**config.mk**
```make
export PLATFORM = sky130hd
export DESIGN_NAME = fpg_guard
export DESIGN_NICKNAME = d
export VERILOG_FILES = /design/src/common/fpg_pkg.sv /design/src/hdl/fpg_guard.sv /design/src/hdl/fpg_read_gate.sv
export VERILOG_INCLUDE_DIRS = /design/src /design/src/common
export SDC_FILE = /design/constraint.sdc
export NUM_CORES = 1
export LEC_CHECK = 0
export BUFFER_PORTS_ARGS = -buffer_cell sky130_fd_sc_hd__buf_2
export CAP_MARGIN = 20
export CORE_AREA = 2 2 106 108
export CTS_CLUSTER_SIZE = 12
export DETAILED_ROUTE_END_ITERATION = 10
export DIE_AREA = 0 0 108 110
export PLACE_DENSITY = 0.76
export SYNTH_ARGS = -nofsm -noshare
export SYNTH_HDL_FRONTEND = slang
export SYNTH_SLANG_ARGS = --single-unit
```
**constraint.sdc**
```tcl
create_clock -name clock -period 2.1 [get_ports clock]
set_clock_uncertainty 0.2 [all_clocks]
set_input_delay 0.315 -clock clock [delete_from_list [all_inputs] [get_ports clock]]
set_output_delay 0.315 -clock clock [all_outputs]
set_load 0.005 [all_outputs]
```
**src/common/fpg_map.svh**
```systemverilog
/*
 Offsets, field positions, reset values and codes of the flash page guard.
 Assumes a 32-bit register port with byte offsets and 15-bit flash byte addresses.
*/
`ifndef FPG_MAP_SVH
`define FPG_MAP_SVH

`define FPG_OFS_CTRL 8'h00
`define FPG_OFS_LOCK 8'h08
`define FPG_OFS_ENA 8'h20
`define FPG_OFS_FLAG 8'h24
`define FPG_OFS_CLR 8'h28

`define FPG_KEY 16'h5a5a
`define FPG_GROUPS 10
`define FPG_LOCK_RST 10'h000
`define FPG_STANDBY_RST 1'b1
`define FPG_CFG_MAX 6'h30

`define FPG_EV_PC 0
`define FPG_EV_LOCK 1
`define FPG_EV_PROG 4
`define FPG_EV_MASK 5'h13

`define FPG_MODE_READ 2'h0
`define FPG_MODE_PROG 2'h1
`define FPG_MODE_PAGE 2'h2
`define FPG_MODE_CHIP 2'h3

`define FPG_LVL_0 2'h0
`define FPG_LVL_1 2'h1
`define FPG_LVL_2 2'h2
`define FPG_LVL_3 2'h3

`define FPG_SIZE_8 2'h0
`define FPG_SIZE_16 2'h1
`define FPG_SIZE_32 2'h2

`endif

```
**src/common/fpg_pkg.sv**
```systemverilog
/*
 Types and shared decoding of the flash page guard.
 Assumes fpg_map.svh is on the include path.
*/
`include "fpg_map.svh"
package fpg_pkg;
    typedef enum logic [1:0] {src_cpu, src_debug, src_boot} fpg_src_e;
    typedef enum logic [1:0] {st_idle, st_op, st_wipe} fpg_state_e;

    // width-aligned test on the low address bits
    function automatic logic fpg_aligned(input logic [1:0] size, input logic [1:0] low);
        logic ok;
        ok = 1'b0;
        case (size)
            `FPG_SIZE_8: ok = 1'b1;
            `FPG_SIZE_16: ok = (low[0] == 1'b0);
            `FPG_SIZE_32: ok = (low == 2'h0);
            default: ok = 1'b0;
        endcase
        return ok;
    endfunction : fpg_aligned
endpackage : fpg_pkg

```
**src/hdl/fpg_guard.sv**
```systemverilog
/*
 Flash page guard: group locks, executing-page guard, event flags, protection
 level, fetch stall and low-power hand-off, with a plain register port.
 Assumes the flash array macro starts on op_go and pulses array_done when finished.
*/
// Added by the designer: the plain strobed port and the register offsets.
`include "fpg_map.svh"
module fpg_guard (
    // clock and reset
    input wire logic clock,
    input wire logic rst_n,
    // register port
    input wire logic [7:0] reg_addr,
    input wire logic [31:0] reg_wdata,
    input wire logic reg_write,
    input wire logic reg_read,
    output logic [31:0] reg_rdata,
    // erase or write request from the system bus
    input wire logic op_req,
    input wire logic [14:0] op_addr,
    input wire logic [1:0] op_size,
    // cpu execution state
    input wire logic exec_in_flash,
    input wire logic [14:0] pc_addr,
    output logic fetch_stall,
    // flash array macro
    output logic op_go,
    output logic [1:0] op_kind,
    output logic [5:0] op_page,
    input wire logic array_done,
    input wire logic array_prog_err,
    // read path
    input wire logic rd_req,
    input wire fpg_pkg::fpg_src_e rd_src,
    input wire logic [1:0] rd_size,
    input wire logic [1:0] rd_low,
    input wire logic [31:0] rd_word,
    output logic [31:0] rd_data,
    output logic rd_valid,
    output logic rd_denied,
    // protection level change
    input wire logic lvl_req,
    input wire logic [1:0] lvl_value,
    input wire fpg_pkg::fpg_src_e lvl_src,
    output logic lvl_done,
    output logic lvl_refused,
    // system state and alarms
    input wire logic lowest_power_state,
    output logic flash_lowpower,
    output logic severe_fault_exception,
    output logic irq
);
    typedef struct packed {
        fpg_pkg::fpg_state_e state;
        logic [9:0] lock;
        logic [1:0] mode;
        logic standby;
        logic [4:0] enables;
        logic [4:0] flags;
        logic [1:0] level;
        logic [5:0] cfg_count;
        logic stall;
        logic [31:0] rdata;
        logic go;
        logic [1:0] kind;
        logic [5:0] page;
        logic op_fault;
        logic done;
        logic refused;
        logic lowpower;
    } fpg_guard_s;

    fpg_guard_s q;
    fpg_guard_s next_q;

    logic key_ok;
    logic [5:0] tgt_page;
    logic [3:0] tgt_group;
    logic group_open;
    logic on_pc_page;
    logic op_aligned;
    logic erase_or_write;
    logic lower_ok;
    logic raise_ok;
    logic rd_fault;
    logic [4:0] set_ev;
    logic [4:0] clr_ev;

    always_comb begin
        next_q = q;
        next_q.go = 1'b0;
        next_q.done = 1'b0;
        next_q.refused = 1'b0;
        next_q.op_fault = 1'b0;
        next_q.rdata = 32'h0;
        set_ev = 5'h0;
        clr_ev = 5'h0;

        key_ok = (reg_wdata[31:16] == `FPG_KEY);
        tgt_page = op_addr[14:9];
        tgt_group = op_addr[14:11];
        group_open = (tgt_group < 4'(`FPG_GROUPS)) && q.lock[tgt_group];
        on_pc_page = exec_in_flash && (pc_addr[14:9] == tgt_page);
        op_aligned = fpg_pkg::fpg_aligned(op_size, op_addr[1:0]);
        erase_or_write = (q.mode != `FPG_MODE_READ);
        lower_ok = 1'b0;
        case (q.level)
            `FPG_LVL_1: lower_ok = (lvl_src != fpg_pkg::src_cpu);
            `FPG_LVL_2: lower_ok = (lvl_src == fpg_pkg::src_boot);
            default: lower_ok = 1'b0;
        endcase
        lower_ok = lower_ok && (lvl_value == `FPG_LVL_0);
        raise_ok = (lvl_src == fpg_pkg::src_boot) && (lvl_value > q.level);

        // register writes
        if (reg_write) begin
            case (reg_addr)
                `FPG_OFS_CTRL: begin
                    if (key_ok) begin
                        next_q.mode = reg_wdata[1:0];
                        next_q.standby = reg_wdata[4];
                    end
                end
                `FPG_OFS_LOCK: begin
                    if (key_ok) begin
                        next_q.lock = reg_wdata[9:0];
                    end
                end
                `FPG_OFS_ENA: next_q.enables = reg_wdata[4:0] & `FPG_EV_MASK;
                `FPG_OFS_CLR: clr_ev = ~reg_wdata[4:0] & `FPG_EV_MASK;
                default: clr_ev = 5'h0;
            endcase
        end

        // register reads, answered one cycle later
        if (reg_read) begin
            case (reg_addr)
                `FPG_OFS_CTRL: next_q.rdata = {24'h0, q.level, q.state != fpg_pkg::st_idle,
                    q.standby, 2'h0, q.mode};
                `FPG_OFS_LOCK: next_q.rdata = {22'h0, q.lock};
                `FPG_OFS_ENA: next_q.rdata = {27'h0, q.enables};
                `FPG_OFS_FLAG: next_q.rdata = {27'h0, q.flags};
                default: next_q.rdata = 32'h0;
            endcase
        end

        case (q.state)
            fpg_pkg::st_idle: begin
                if (op_req && erase_or_write) begin
                    if (!op_aligned) begin
                        next_q.op_fault = 1'b1;
                    end else if (q.mode == `FPG_MODE_CHIP) begin
                        if (q.lock != {`FPG_GROUPS{1'b1}}) begin
                            set_ev[`FPG_EV_LOCK] = 1'b1;
                        end else if (exec_in_flash) begin
                            set_ev[`FPG_EV_PC] = 1'b1;
                        end else begin
                            next_q.go = 1'b1;
                            next_q.kind = `FPG_MODE_CHIP;
                            next_q.page = 6'h0;
                            next_q.state = fpg_pkg::st_op;
                        end
                    end else if (!group_open) begin
                        set_ev[`FPG_EV_LOCK] = 1'b1;
                    end else if (on_pc_page) begin
                        set_ev[`FPG_EV_PC] = 1'b1;
                    end else begin
                        next_q.go = 1'b1;
                        next_q.kind = q.mode;
                        next_q.page = tgt_page;
                        next_q.stall = exec_in_flash;
                        next_q.state = fpg_pkg::st_op;
                    end
                end else if (lvl_req) begin
                    if (q.cfg_count >= `FPG_CFG_MAX) begin
                        next_q.refused = 1'b1;
                    end else if (lower_ok) begin
                        next_q.go = 1'b1;
                        next_q.kind = `FPG_MODE_CHIP;
                        next_q.page = 6'h0;
                        next_q.state = fpg_pkg::st_wipe;
                    end else if (raise_ok) begin
                        next_q.level = lvl_value;
                        next_q.cfg_count = q.cfg_count + 6'h1;
                        next_q.done = 1'b1;
                    end else begin
                        next_q.refused = 1'b1;
                    end
                end
            end
            fpg_pkg::st_op: begin
                if (array_done) begin
                    set_ev[`FPG_EV_PROG] = array_prog_err;
                    next_q.stall = 1'b0;
                    next_q.state = fpg_pkg::st_idle;
                end
            end
            fpg_pkg::st_wipe: begin
                if (array_done) begin
                    next_q.level = `FPG_LVL_0;
                    next_q.cfg_count = q.cfg_count + 6'h1;
                    next_q.done = 1'b1;
                    next_q.state = fpg_pkg::st_idle;
                end
            end
            default: next_q.state = fpg_pkg::st_idle;
        endcase

        next_q.flags = (q.flags & ~clr_ev) | set_ev;
        next_q.lowpower = q.standby && lowest_power_state;
    end

    always_ff @(posedge clock) begin
        if (!rst_n) begin
            q <= '0;
            q.state <= fpg_pkg::st_idle;
            q.lock <= `FPG_LOCK_RST;
            q.standby <= `FPG_STANDBY_RST;
        end else begin
            q <= next_q;
        end
    end

    fpg_read_gate u_read_gate (
        .clock(clock),
        .rst_n(rst_n),
        .level(q.level),
        .rd_req(rd_req),
        .rd_src(rd_src),
        .rd_size(rd_size),
        .rd_low(rd_low),
        .rd_word(rd_word),
        .rd_data(rd_data),
        .rd_valid(rd_valid),
        .rd_denied(rd_denied),
        .rd_fault(rd_fault)
    );

    assign reg_rdata = q.rdata;
    assign fetch_stall = q.stall && q.state == fpg_pkg::st_op;
    assign op_go = q.go;
    assign op_kind = q.kind;
    assign op_page = q.page;
    assign lvl_done = q.done;
    assign lvl_refused = q.refused;
    assign flash_lowpower = q.lowpower;
    assign severe_fault_exception = q.op_fault | rd_fault;
    assign irq = |(q.flags & q.enables);

    chk_lock_refuse: assert property (@(posedge clock) disable iff (!rst_n)
        q.state == fpg_pkg::st_idle && op_req && erase_or_write && op_aligned
        && q.mode != `FPG_MODE_CHIP && !group_open |=> !op_go && q.flags[`FPG_EV_LOCK])
        else $error("locked page operation was not refused");
    chk_pc_page: assert property (@(posedge clock) disable iff (!rst_n)
        q.state == fpg_pkg::st_idle && op_req && erase_or_write && op_aligned
        && group_open && on_pc_page && q.mode != `FPG_MODE_CHIP
        |=> !op_go && q.flags[`FPG_EV_PC])
        else $error("executing page operation was not refused");
    chk_bad_key: assert property (@(posedge clock) disable iff (!rst_n)
        reg_write && reg_addr == `FPG_OFS_LOCK && !key_ok |=> $stable(q.lock))
        else $error("lock register changed without key");
    chk_irq_follow: assert property (@(posedge clock) disable iff (!rst_n)
        set_ev[`FPG_EV_LOCK] && q.enables[`FPG_EV_LOCK]
        && !(reg_write && reg_addr == `FPG_OFS_ENA) |=> irq)
        else $error("interrupt request wrong");
    chk_flag_clear: assert property (@(posedge clock) disable iff (!rst_n)
        reg_write && reg_addr == `FPG_OFS_CLR && !reg_wdata[`FPG_EV_PC] && !set_ev[`FPG_EV_PC]
        |=> !q.flags[`FPG_EV_PC])
        else $error("flag not cleared by zero write");
    chk_level_three: assert property (@(posedge clock) disable iff (!rst_n)
        q.level == `FPG_LVL_3 |=> q.level == `FPG_LVL_3)
        else $error("level three was lowered");
    chk_cfg_limit: assert property (@(posedge clock) disable iff (!rst_n)
        q.cfg_count >= `FPG_CFG_MAX |=> $stable(q.level) && $stable(q.cfg_count))
        else $error("level configured beyond limit");
    chk_busy_stall: assert property (@(posedge clock) disable iff (!rst_n)
        q.state == fpg_pkg::st_idle && op_req && erase_or_write && op_aligned && group_open
        && !on_pc_page && exec_in_flash && q.mode != `FPG_MODE_CHIP |=> op_go && fetch_stall)
        else $error("fetch not stalled during operation");
    chk_wipe_level: assert property (@(posedge clock) disable iff (!rst_n)
        q.state == fpg_pkg::st_wipe && array_done |=> q.level == `FPG_LVL_0 && lvl_done)
        else $error("level not lowered after wipe");
    chk_low_power: assert property (@(posedge clock) disable iff (!rst_n)
        q.standby && lowest_power_state |=> flash_lowpower)
        else $error("flash did not enter low power");
endmodule : fpg_guard

```
**src/hdl/fpg_read_gate.sv**
```systemverilog
/*
 Read path of the flash page guard: protection gate, alignment, byte lanes.
 Assumes the array word arrives in the same cycle as the read request.
*/
`include "fpg_map.svh"
module fpg_read_gate (
    // clock and reset
    input wire logic clock,
    input wire logic rst_n,
    // protection level
    input wire logic [1:0] level,
    // read request
    input wire logic rd_req,
    input wire fpg_pkg::fpg_src_e rd_src,
    input wire logic [1:0] rd_size,
    input wire logic [1:0] rd_low,
    input wire logic [31:0] rd_word,
    // read answer
    output logic [31:0] rd_data,
    output logic rd_valid,
    output logic rd_denied,
    output logic rd_fault
);
    typedef struct packed {
        logic [31:0] data;
        logic valid;
        logic denied;
        logic fault;
    } fpg_rg_s;

    fpg_rg_s q;
    fpg_rg_s next_q;
    logic aligned;
    logic allowed;
    logic [31:0] shifted;

    always_comb begin
        aligned = fpg_pkg::fpg_aligned(rd_size, rd_low);
        allowed = (rd_src == fpg_pkg::src_cpu) || (level == `FPG_LVL_0);
        shifted = rd_word >> {rd_low, 3'h0};
        next_q = '0;
        if (rd_req && !aligned) begin
            next_q.fault = 1'b1;
        end else if (rd_req && !allowed) begin
            next_q.denied = 1'b1;
        end else if (rd_req) begin
            next_q.valid = 1'b1;
            case (rd_size)
                `FPG_SIZE_8: next_q.data = {24'h0, shifted[7:0]};
                `FPG_SIZE_16: next_q.data = {16'h0, shifted[15:0]};
                default: next_q.data = shifted;
            endcase
        end
    end

    always_ff @(posedge clock) begin
        if (!rst_n) begin
            q <= '0;
        end else begin
            q <= next_q;
        end
    end

    assign rd_data = q.data;
    assign rd_valid = q.valid;
    assign rd_denied = q.denied;
    assign rd_fault = q.fault;

    chk_gate_level: assert property (@(posedge clock) disable iff (!rst_n)
        rd_req && rd_src != fpg_pkg::src_cpu && level != `FPG_LVL_0 |=> !rd_valid)
        else $error("protected read was delivered");
endmodule : fpg_read_gate

```
# Yosys cells after proc, flatten, opt, wreduce, memory -nomap -nowiden
# Index checks and enable logic that the tools add are counted.
# W data, S select, Z words.
[word_totals]
regBits = 112
inputBits = 125
out_inout_bits = 81
elab_cells = 197
[classes]
n_addsub = 1
magnitude_cmp = 4
n_eq_ne = 44
shifts = 1
n_mux = 70
bitwise = 12
reduce_logical = 44
[ops]
columns = ["operator", "n"]
rows = [
  ["$mux W9", 10],
  ["$pmux W32 S2", 1],
  ["$mux W8", 6],
  ["$pmux W10 S4", 1],
  ["$mux W2", 18],
  ["$shr A32 B5 Y32", 1],
  ["$ne A2 B2 Y1 const B", 14],
  ["$eq A8 B6 Y1 const B", 3],
  ["$mux W1", 24],
  ["$ne A3 B3 Y1 const B", 6],
  ["$reduce_and A9 Y1", 2],
  ["$eq A16 B15 Y1 const B", 1],
  ["$logic_not A2 Y1", 8],
  ["$ne A4 B4 Y1 const B", 4],
  ["$pmux W8 S2", 1],
  ["$reduce_and A7 Y1", 2],
  ["$reduce_bool A2 Y1", 7],
  ["$eq A2 B2 Y1 const B", 6],
  ["$and A5 B5 Y5", 2],
  ["$mux W5", 2],
  ["$ne A10 B10 Y1 const B", 1],
  ["$not A5 Y5", 2],
  ["$logic_and A1 B1 Y1", 9],
  ["$reduce_and A3 Y1", 3],
  ["other kinds (25)", 42],
]

# Longest topological paths before layout
# Gate-level depths: netlist (run 1).
[logic_depth]
depth_word = 9
depth_mapped = 9

# Cells and area by module
# Synthesis (run 1) repeated with hierarchy kept, for this count alone.
[hier_totals]
cells_unflattened = 490
area_unflattened_um2 = 4591.9
[modules_own_cells]
columns = ["module", "n_inst", "cells_per_inst", "area_per_inst_um2"]
rows = [
  ["fpg_guard", 1, 352, 3121.7],
  ["fpg_read_gate", 1, 138, 1470.2],
]

# Worst setup path after synthesis (run 1)
# OpenSTA, ideal clock, no wires.
[synth_path]
kind = "flip-flop to flip-flop"
startpoint = "reg q[52] in the netlist's numbering"
endpoint = "reg q (netlist bit op_page[0])"
setup_ns = 0.072
arrival_ns = 1.984
t_required_ns = 1.828
path_slack_ns = -0.156
path_stages_with_launch = 10
n_path_buf = 1
path_cell_list = "dfxtp_1 inv_1 ha_1 nor3b_1 o211ai_2 or3b_1 nand2_1 and3_1 buf_6 mux2i_1"
[synth_via]
elab_chain_len = 5
elab_cells_between_ends = 6
cone_classes = "eq/ne: 2; mux: 1; reduce/logical: 3"
[synth_lines]
columns = ["element", "line_no", "source"]
rows = [
  ["start, declared", "fpg_guard.sv:73", "fpg_guard_s q;"],
  ["start signal, assigned", "fpg_guard.sv:220", "q <= next_q;"],
  ["$eq A2 B2 Y1 or $eq A2 B1 Y1 (tied branches)", "fpg_guard.sv:107", "case (q.level)"],
  ["$pmux W1 S2 (*)", "fpg_guard.sv:107", ""],
  ["$logic_and A1 B1 Y1 (*)", "fpg_guard.sv:112", "lower_ok = lower_ok && (lvl_value == `FPG_LVL_0);"],
  ["$reduce_bool A2 Y1 (no line) (*)", "--", ""],
  ["$reduce_and A9 Y1 (no line) (*)", "--", ""],
]
# Every way passes the cells marked *; elsewhere a longest branch is shown, timed or not.
# A chain may end at the register's enable or synchronous reset.

# Final worst setup path (run 1)
[layout_path]
startpoint = "reg q[53] in the netlist's numbering"
endpoint = "reg q[49] in the netlist's numbering"
[layout_via]
elab_chain_len = 5
elab_cells_between_ends = 9
cone_classes = "order compare: 1; eq/ne: 4; mux: 1; reduce/logical: 3"
[layout_lines]
columns = ["element", "line_no"]
rows = [
  ["$eq A2 B2 Y1 or $eq A2 B1 Y1 (tied branches)", "fpg_guard.sv:107"],
  ["$pmux W1 S2", "fpg_guard.sv:107"],
  ["$logic_and A1 B1 Y1", "fpg_guard.sv:112"],
  ["$ne A2 B2 Y1 (no line)", "--"],
  ["$reduce_and A7 Y1 (no line) (*)", "--"],
]
# Marks and branches as above.

==> metrics.yaml, run 1 <==
status:
  status: "complete, but fails checks"
  violations: "setup timing"
min_path:
  min-delay-start: "reg_wdata[5]"
  min_to: "q[72]$_SDFFE_PN0P_"
  hold_depth: 3
  hold_path.class: "in -> reg"
timing:
  fin_crit_ps: 2230
  fin_ws_ps: -129.7
  tightest_slew_ps: 552.3
  setup_viol: 14
  fmax_mhz: 448.5
  finalHoldViolCount: 0
  report.final.slew_viol_count: 0
  hold_ws_ps: 8.400
  rsz0062_at_grt: "true"
  relSlewSlack_pct: 63.11
  layout_worst_path_cycle_share_pct: 106.2
setup_path:
  critical_path_class: "reg -> reg"
  regToRegSetupSlack_ps: -130
  r2r_cells: 9
  required_ps: 2140
  cp-start-kind: "register"
  crit_arrival_ps: 2270
  worstReg2RegStart: "q[53]$_SDFFE_PN0P_"
  crit_path_end_kind: "register"
  rr_endpoint: "q[49]$_SDFFE_PN0P_"
  crit_path_max_fanout: 5
routing:
  num_vias: 4091
  drt_iter0_markers: 167
  ant_nets: 0
  wirelength_um: 12110
  wire_per_inst_um: 14.87
  drc_errors: 0
  first_pass_iters: 4
  avgViaCountPerCell: 5.026
final_layout:
  final_cells: 814
  utilization_pct: 54.23
  drive_above_1_share_pct: 37.44
  syn2layout_area_growth_pct: 29.02
  nNetsFinal: 802
synthesis:
  ys.flop_type: "dfxtp_1"
  ys_warn_count: 0
  synthMuxAreaShare_pct: 10.41
  synth_top_family_by_area: "simple AND/OR/NAND/NOR gates"
  yosysUniqueCellTypes: 70
  synthCells: 493
  synth-edff-count: 0
  syn_avg_cell_area_um2: 9.121
  synth_simple_gate_area_share_pct: 21.84
  synth_fa_ha_area_share_pct: 2.504
  synth-compound-area-share_pct: 13.88
  synth_seq_cells: 88
  async_flop_share_pct: 0
  syn-cell-area_mm2: 0.004497
  synth-xor-area-share_pct: 1.753
  seq_area_frac_synth_pct: 39.18
cts:
  cts_tree: "done"
  cts_made_buffers: 9
  clk_latency_ps: 360
  root_buffer: "clkbuf_8"
  clock_sinks: 88
  htreeDepth: 3
  clk_pin_slew_ps: 80
  clockBufferDepth: 2
power_and_ir_drop:
  p_leak_uw: 0.002651
  power.density_mw_per_mm2: 545.5
  ir_drop_mv: 0.2925
  fin_total_pwr_uw: 3165
flow_run:
  cap_violations: 0
place:
  placed_cells: 780
  gp_congestion: 0.8713
  io_buffers: 161
  dp_hpwl_um: 9320
  post-place-ws_ps: -170.6
die:
  die_w_um: 108
  fp.coreArea_mm2: 0.01070
  design.portCount: 206
  start_util_pct: 42.04
  num_rows: 38
  die-area_mm2: 0.01188
  die_h_um: 110
grt:
  grt_max_degree: 28
  grt_pass1_vias: 4125
  grt_pass1_wl_um: 19010
  antenna_found_initial: 1
  grt_usage_pct: 20.62
  grt_overflow: 0
-- stage by stage --
step / instance area, µm² / TNS (ps)
6_report: 5802 / -957.9
3_3_place_gp: 5374 / -1004
5_1_grt: 5799 / -2134
4_1_cts: 5749 / -1044
3_5_place_dp: 5374 / -1886
2_1_floorplan: 4598 / -79.22
-- sequential cells by signal (all words and copies together) (netlist names) --
register / flops
flash_lowpower: 1
lvl_done: 1
lvl_refused: 1
op_go: 1
op_kind: 2
op_page: 6
q: 31
reg_rdata: 10
u_read_gate.rd_data: 32
u_read_gate.rd_denied: 1
u_read_gate.rd_fault: 1
u_read_gate.rd_valid: 1
-- routing by layer --
metal  vias up  routed length, µm  global-route usage [%]
met4         0                236                   6.960
met3        22               1042                   7.760
met2       156               6107                   38.01
li1       2019                  -                       -
met1      1894               4719                   21.62
met5         -                  0                       0
-- how the worst max path moves through the flow --
stage	start	end	slack (ps)	cells past startpoint
floorplan	q[53]$_SDFFE_PN0P_	q[50]$_SDFFE_PN0P_	-40	9
global placement	lvl_value[1]	q[51]$_SDFFE_PN0P_	-100	9
detailed placement	q[52]$_SDFFE_PN0P_	op_page[1]$_SDFFE_PN0P_	-170	9
CTS	q[53]$_SDFFE_PN0P_	op_page[1]$_SDFFE_PN0P_	-130	8
global route	q[53]$_SDFFE_PN0P_	q[49]$_SDFFE_PN0P_	-200	9
finish	q[53]$_SDFFE_PN0P_	q[49]$_SDFFE_PN0P_	-130	9
-- critical path, stage by stage (launching register included) --
cell	delay, ps
dfxtp_2	340
buf_4	140
ha_1	170
nor2b_1	130
o211ai_2	200
a41oi_2	160
or2_4	300
buf_6	130
o21ai_0	250
a21oi_2	90
-- power by group --
group	switching (µW)	leakage [µW]	internal, µW
Combinational	210	0.00185	197
Clock	599	0.0000866	466
Sequential	6.30	0.000712	1690
Total	816	0.00265	2350
-- cell usage after synthesis, types with 6 or more instances --
cell type,number,area (µm²)
a211oi_1,16,120.1
mux2i_1,42,420.4
ha_1,9,112.6
o21ai_0,10,50.05
nand4_1,6,37.54
nor2b_1,14,87.58
buf_2,6,30.03
clkbuf_1,8,30.03
nand2_1,34,127.6
and2_1,16,100.1
a22oi_1,6,45.04
dfxtp_1,88,1762
inv_1,8,30.03
nand3_1,14,70.07
nor2_1,51,191.4
buf_4,41,307.8
a21oi_1,21,105.1
xnor2_1,8,70.07
-- layout by cell type (no fill, tap or decap), types with 4 or more instances in the layout --
master         count
dfxtp_1           86
nand2b_1           4
nand3_1           14
and3_1             4
a21oi_1           18
a22oi_1            6
nand2_1           34
nor2_1            51
and2_1            16
o211ai_1           4
ha_1               7
mux2i_1           42
clkbuf_8          10
dlygate4sd3_1     11
buf_2            161
a211oi_1          16
inv_1              6
buf_6              4
o21ai_0            9
nor2b_1           14
o21ai_1            5
o21a_1             4
xnor2_1            8
buf_4             30
nand4_1            6
conb_1            22
-- area by class of cell --
class / count / area [µm²]
Fill cell: 979 / 4896
Multi-Input combinational cell: 353 / 2459
Sequential cell: 88 / 1764
Timing Repair Buffer: 206 / 1186
Tap cell: 140 / 175.2
Clock buffer: 12 / 145.1
Inverter: 10 / 40.04
Clock inverter: 4 / 30.03
Antenna cell: 1 / 2.502
-- logic make-up (layout without fill, tap and decap cells) --
family | Yosys count | count (layout)
simple gates | 179 | 179
compound gates | 88 | 88
flops | 88 | 88
buf+inv | 73 | 232
mux | 46 | 46
fa+ha+maj | 9 | 9
xor+xnor | 9 | 9
other cells | 1 | 23
-- repair_timing --
action	CTS	global route
hold endpoints to repair	12	0
hold buffers	11	0
pin swaps	14	12
setup endpoints to repair	16	18
setup buffers	6	1
resized for setup	13	9
Note: power is estimated with default switching activity, not from simulation.
==> inputs of run 2 (changes only) <==
CTS_BUF_LIST = sky130_fd_sc_hd__clkbuf_4 sky130_fd_sc_hd__clkbuf_8 sky130_fd_sc_hd__clkbuf_16   (was default)
==> metrics.yaml, run 2 (same netlist as run 1, synthesis figures left out) <==
status:
  status: "complete, but fails checks"  # unchanged
  violations: "setup timing"  # unchanged
grt:
  grt_usage_pct: 20.69  # was 20.62%
  grt_overflow: 0  # unchanged
  grt_pass1_vias: 4135  # was 4125
  antenna_found_initial: 1  # unchanged
  grt_max_degree: 28  # unchanged
  grt_pass1_wl_um: 19060  # was 19010 µm
final_layout:
  n_fill_cell: 978  # was 979
  largest_reg_flops: 32  # unchanged
  layout_commonest_cell: "buf_2"  # unchanged
  syn2layout_area_growth_pct: 29.19  # was 29.02%
  drive_above_1_share_pct: 37.74  # was 37.44%
  nNetsFinal: 802  # unchanged
  final_cells: 814  # unchanged
  final_area_mm2: 0.005809  # was 0.005802 mm²
  final_cell_mix: "buf_2, dfxtp_1, nor2_1"  # unchanged
timing:
  setup_viol: 14  # unchanged
  finalHoldViolCount: 0  # unchanged
  report.final.slew_viol_count: 0  # unchanged
  fin_tns_setup_ps: -972.0  # was -957.9 ps
  rsz0062_at_grt: "true"  # unchanged
  fin_crit_ps: 2231  # was 2230 ps
  layout_worst_path_cycle_share_pct: 106.2  # about the same
  fin_ws_ps: -131.0  # was -129.7 ps
  fmax_mhz: 448.2  # was 448.5 MHz
  relSlewSlack_pct: 63.13  # was 63.11%
  tightest_slew_ps: 551.9  # was 552.3 ps
die:
  fp.coreArea_mm2: 0.01070  # unchanged
  num_rows: 38  # unchanged
  start_util_pct: 42.04  # unchanged
  design.portCount: 206  # unchanged
  die_w_um: 108  # unchanged
  die_h_um: 110  # unchanged
  die-area_mm2: 0.01188  # unchanged
place:
  placed_cell_area_mm2: 0.005374  # unchanged
  dp_hpwl_um: 9320  # unchanged
  gp_congestion: 0.8713  # unchanged
  placed_cells: 780  # unchanged
  io_buffers: 161  # unchanged
setup_path:
  rr_endpoint: "q[49]$_SDFFE_PN0P_"  # unchanged
  startpoint: "q[53]$_SDFFE_PN0P_"  # unchanged
  regToRegSetupSlack_ps: -130  # about the same
  r2r_cells: 9  # unchanged
  cp-start-kind: "register"  # unchanged
  cp-endpoint: "q[49]$_SDFFE_PN0P_"  # unchanged
  critical_path_class: "reg -> reg"  # unchanged
  crit_path_end_kind: "register"  # unchanged
  required_ps: 2140  # about the same
  worstReg2RegStart: "q[53]$_SDFFE_PN0P_"  # unchanged
  crit_path_max_fanout: 5  # unchanged
  crit_arrival_ps: 2270  # about the same
power_and_ir_drop:
  ir_drop_mv: 0.2931  # was 0.2925 mV
  p_sw_share_pct: 25.54  # was 25.77%
  power.density_mw_per_mm2: 549.1  # was 545.5 mW/mm²
  pwr-share-comb_pct: 12.8  # was 12.9%
  power.share.clock_pct: 34.2  # was 33.7%
  fin_total_pwr_uw: 3190  # was 3165 µW
  seq_power_share_pct: 53.1  # was 53.5%
  p_switching_uw: 814.8  # was 815.7 µW
  p_leak_uw: 0.002658  # was 0.002651 µW
  p_int_uw: 2375  # was 2349 µW
flow_run:
  cap_violations: 0  # unchanged
cts:
  root_buffer: "clkbuf_8"  # unchanged
  clockBufferDepth: 2  # unchanged
  clk_latency_ps: 360  # about the same
  cts_made_buffers: 9  # unchanged
  cts_tree: "done"  # unchanged
  clk_pin_slew_ps: 80  # about the same
  clock_sinks: 88  # unchanged
  htreeDepth: 3  # unchanged
routing:
  avgViaCountPerCell: 5.059  # was 5.026
  num_vias: 4118  # was 4091
  drc_errors: 0  # unchanged
  wire_per_inst_um: 14.93  # was 14.87 µm
  drt_iter0_markers: 169  # was 167
  wirelength_um: 12160  # was 12110 µm
  first_pass_iters: 5  # was 4
  ant_nets: 0  # unchanged
min_path:
  hold_path.class: "in -> reg"  # unchanged
-- run 2: cell count changes in the layout (fill, tap and decap cells not counted) --
cell / delta
clkbuf_1: -2
clkbuf_4: +2
-- run 2: power by group through the flow --
| stage | combinational, µW | sequential, µW | clock [µW] |
|---|---|---|---|
| global placement | 364 | 1730 | 0 |
| finish | 407 | 1690 | 1090 |
| global route | 449 | 1700 | 1200 |
| detailed placement | 375 | 1730 | 0 |
| floorplan | 207 | 1730 | 0 |
| CTS | 403 | 1690 | 1130 |
-- run 2: worst min path at each step --
stage | start | endpoint | cells past startpoint
4_1_cts | reg_wdata[2] | q[69]$_SDFFE_PN0P_ | 3
2_1_floorplan | rd_req | u_read_gate.rd_fault$_SDFF_PN0_ | 2
3_5_place_dp | op_page[4]$_SDFFE_PN0P_ | op_page[4]$_SDFFE_PN0P_ | 2
3_3_place_gp | op_page[0]$_SDFFE_PN0P_ | op_page[0]$_SDFFE_PN0P_ | 2
6_report | reg_wdata[5] | q[72]$_SDFFE_PN0P_ | 3
5_1_grt | lowest_power_state | flash_lowpower$_SDFF_PN0_ | 2
-- run 2: timing repair --
item / CTS / global route
hold endpoints to repair: 12 / 0
resized for setup: 13 / 9
pin swaps: 14 / 12
setup buffers: 6 / 1
endpoints found under the setup margin: 16 / 18
hold buffers: 11 / 0
-- run 2: metal layers --
metal	track usage, %	routed length [µm]	vias to the layer above
li1	-	-	2015
met1	21.62	4731	1922
met2	38.23	6171	158
met3	7.760	1025	23
met4	6.960	228	0
met5	0	0	-
-- run 2: layout make-up --
type	instances	area, µm²	area share, %
Sequential cell	88	1764	30.37
Inverter	10	40.04	0.6892
Antenna cell	1	2.502	0.04308
Timing Repair Buffer	206	1186	20.42
Clock inverter	4	30.03	0.5169
Multi-Input combinational cell	353	2459	42.32
Clock buffer	12	152.6	2.628
Tap cell	140	175.2	3.015
-- run 2: critical path: stages, from the launching register on --
cell	delay, ps
dfxtp_2	340
buf_4	140
ha_1	170
nor2b_1	130
o211ai_2	200
a41oi_2	160
or2_4	300
buf_6	130
o21ai_0	240
a21oi_2	90
-- run 2: metrics by stage --
step | util, % | hold WS (ps) | worst slack (ps)
floorplan | - | 228.8 | -39.61
global placement | 50.23 | 243.0 | -95.06
detailed placement | 50.23 | 253.9 | -170.6
CTS | 53.81 | 0.5367 | -128.0
global route | 54.28 | 3.554 | -199.5
finish | 54.30 | 10.18 | -131.0
==> inputs of run 3 (changes only) <==
GPL_TIMING_DRIVEN = 0   (was default)
PLACE_DENSITY = 0.8   (was 0.76)
==> metrics.yaml, run 3 (same netlist as run 1, synthesis figures left out) <==
grt:
  antenna_found_initial: 0  # was 1
  grt_pass1_wl_um: 20980  # was 19060 µm
  grt_usage_pct: 22.88  # was 20.69%
  grt_overflow: 0  # unchanged
  grt_max_degree: 15  # was 28
  grt_pass1_vias: 4408  # was 4135
timing:
  fin_ws_ps: -189.1  # was -131.0 ps
  fin_tns_setup_ps: -2216  # was -972.0 ps
  fin_crit_ps: 2289  # was 2231 ps
  finalHoldViolCount: 0  # unchanged
  layout_worst_path_cycle_share_pct: 109.0  # was 106.2%
  tightest_slew_ps: 742.2  # was 551.9 ps
  setup_viol: 18  # was 14
  report.final.slew_viol_count: 0  # unchanged
  fmax_mhz: 436.9  # was 448.2 MHz
  rsz0062_at_grt: "true"  # unchanged
  relSlewSlack_pct: 50.52  # was 63.13%
routing:
  drc_errors: 0  # unchanged
  ant_nets: 0  # unchanged
  wl_met1_um: 5142  # was 4731 µm
  drt_iter0_markers: 151  # was 169
  wire_per_inst_um: 15.92  # was 14.93 µm
  first_pass_iters: 4  # was 5
  num_vias: 4305  # was 4118
  dr_wl_met3_um: 1088  # was 1025 µm
  wl_met2_um: 6922  # was 6171 µm
  avgViaCountPerCell: 5.071  # was 5.059
  top_layer_used: "met4"  # unchanged
  wirelength_um: 13510  # was 12160 µm
place:
  dp_hpwl_um: 10230  # was 9320 µm
  gp_congestion: 0.9028  # was 0.8713
  io_buffers: 156  # was 161
cts:
  root_buffer: "clkbuf_8"  # unchanged
  cts_made_buffers: 9  # unchanged
  cts_tree: "done"  # unchanged
  clock_sinks: 88  # unchanged
  clockBufferDepth: 2  # unchanged
  clk_pin_slew_ps: 90  # was 80 ps
  htreeDepth: 3  # unchanged
  clk_latency_ps: 360  # about the same
die:
  die_w_um: 108  # unchanged
  start_util_pct: 42.04  # unchanged
  design.portCount: 206  # unchanged
  die_h_um: 110  # unchanged
  fp.coreArea_mm2: 0.01070  # unchanged
  die-area_mm2: 0.01188  # unchanged
  num_rows: 38  # unchanged
final_layout:
  num_antenna_cells: 0  # was 1
  nNetsFinal: 839  # was 802
  layout_commonest_cell: "buf_2"  # unchanged
  syn2layout_area_growth_pct: 36.67  # was 29.19%
  drive_above_1_share_pct: 39.35  # was 37.74%
  largest_reg_flops: 32  # unchanged
  final_cell_mix: "buf_2, dfxtp_1, nor2_1"  # unchanged
power_and_ir_drop:
  fin_total_pwr_uw: 3554  # was 3190 µW
  p_leak_uw: 0.002850  # was 0.002658 µW
  ir_drop_mv: 0.3458  # was 0.2931 mV
  power.density_mw_per_mm2: 578.3  # was 549.1 mW/mm²
setup_path:
  crit_path_max_fanout: 8  # was 5
  crit_arrival_ps: 2330  # was 2270 ps
  required_ps: 2140  # about the same
  cp-start-kind: "register"  # unchanged
  crit_path_end_kind: "register"  # unchanged
  critical_path_class: "reg -> reg"  # unchanged
status:
  violations: "setup timing"  # unchanged
  status: "complete, but fails checks"  # unchanged
min_path:
  hold_path.class: "in -> reg"  # unchanged
flow_run:
  cap_violations: 0  # unchanged
==> run 3: per-stage QoR <==
step / setup slack, ps / hold slack (ps) / utilization, % / cell area, µm² / std cells
after floorplan: -39.61 / 228.8 / - / 4598 / 514
after global placement: -185.5 / 244.3 / 51.92 / 5554 / 810
after detailed placement: -248.2 / 252.1 / 51.92 / 5554 / 810
after CTS: -180.0 / 3.687 / 56.48 / 6042 / 845
after global routing: -260.9 / 5.433 / 57.45 / 6146 / 849
final: -189.1 / 3.640 / 57.45 / 6146 / 849
==> run 3: critical path, stage by stage, from the launching register on <==
cell	delay [ps]
dfxtp_4	380
inv_4	50
ha_4	260
nor2b_4	120
o2111a_2	210
a41oi_2	130
or2_1	280
buf_6	140
buf_4	130
buf_6	110
nand3_2	70
o41ai_2	90
==> run 3: worst paths after layout <==
check	cells past startpoint	startpoint	to	slack [ps]
worst min-delay path	3	reg_wdata[2]	q[69]$_SDFFE_PN0P_	4
worst max register to register	11	q[53]$_SDFFE_PN0P_	q[52]$_SDFFE_PN0P_	-190
worst max-delay path	11	q[53]$_SDFFE_PN0P_	q[52]$_SDFFE_PN0P_	-190
worst min register to register	2	op_page[2]$_SDFFE_PN0P_	op_page[2]$_SDFFE_PN0P_	270
==> run 3: routing by layer <==
| layer | vias to the layer above | global-route usage [%] |
|---|---|---|
| met3 | 26 | 6.820 |
| met5 | - | 0 |
| li1 | 2086 | - |
| met4 | 0 | 8.425 |
| met2 | 189 | 42.77 |
| met1 | 2004 | 24.33 |
==> run 3: layout make-up <==
type	instances	area, µm²
Clock buffer	9	123.9
Sequential cell	88	1769
Tap cell	140	175.2
Clock inverter	6	108.9
Fill cell	937	4552
Multi-Input combinational cell	353	2494
Buffer	62	416.7
Timing Repair Buffer	181	1016
Inverter	10	42.54
==> run 3: report_power, final <==
part           switching [µW]  internal (µW)  leakage, µW  total (µW)
Combinational             234            220      0.00202         454
Clock                     626            782     0.000119        1410
Sequential               7.08           1680     0.000712        1690
Total                     867           2690      0.00285        3550
==> run 3: timing repair <==
item,in CTS,in global routing
endpoints found under the hold margin,13,0
setup buffers,8,4
endpoints found under the setup margin,24,32
pin swaps,13,8
hold buffers,13,0
resized for setup,17,15
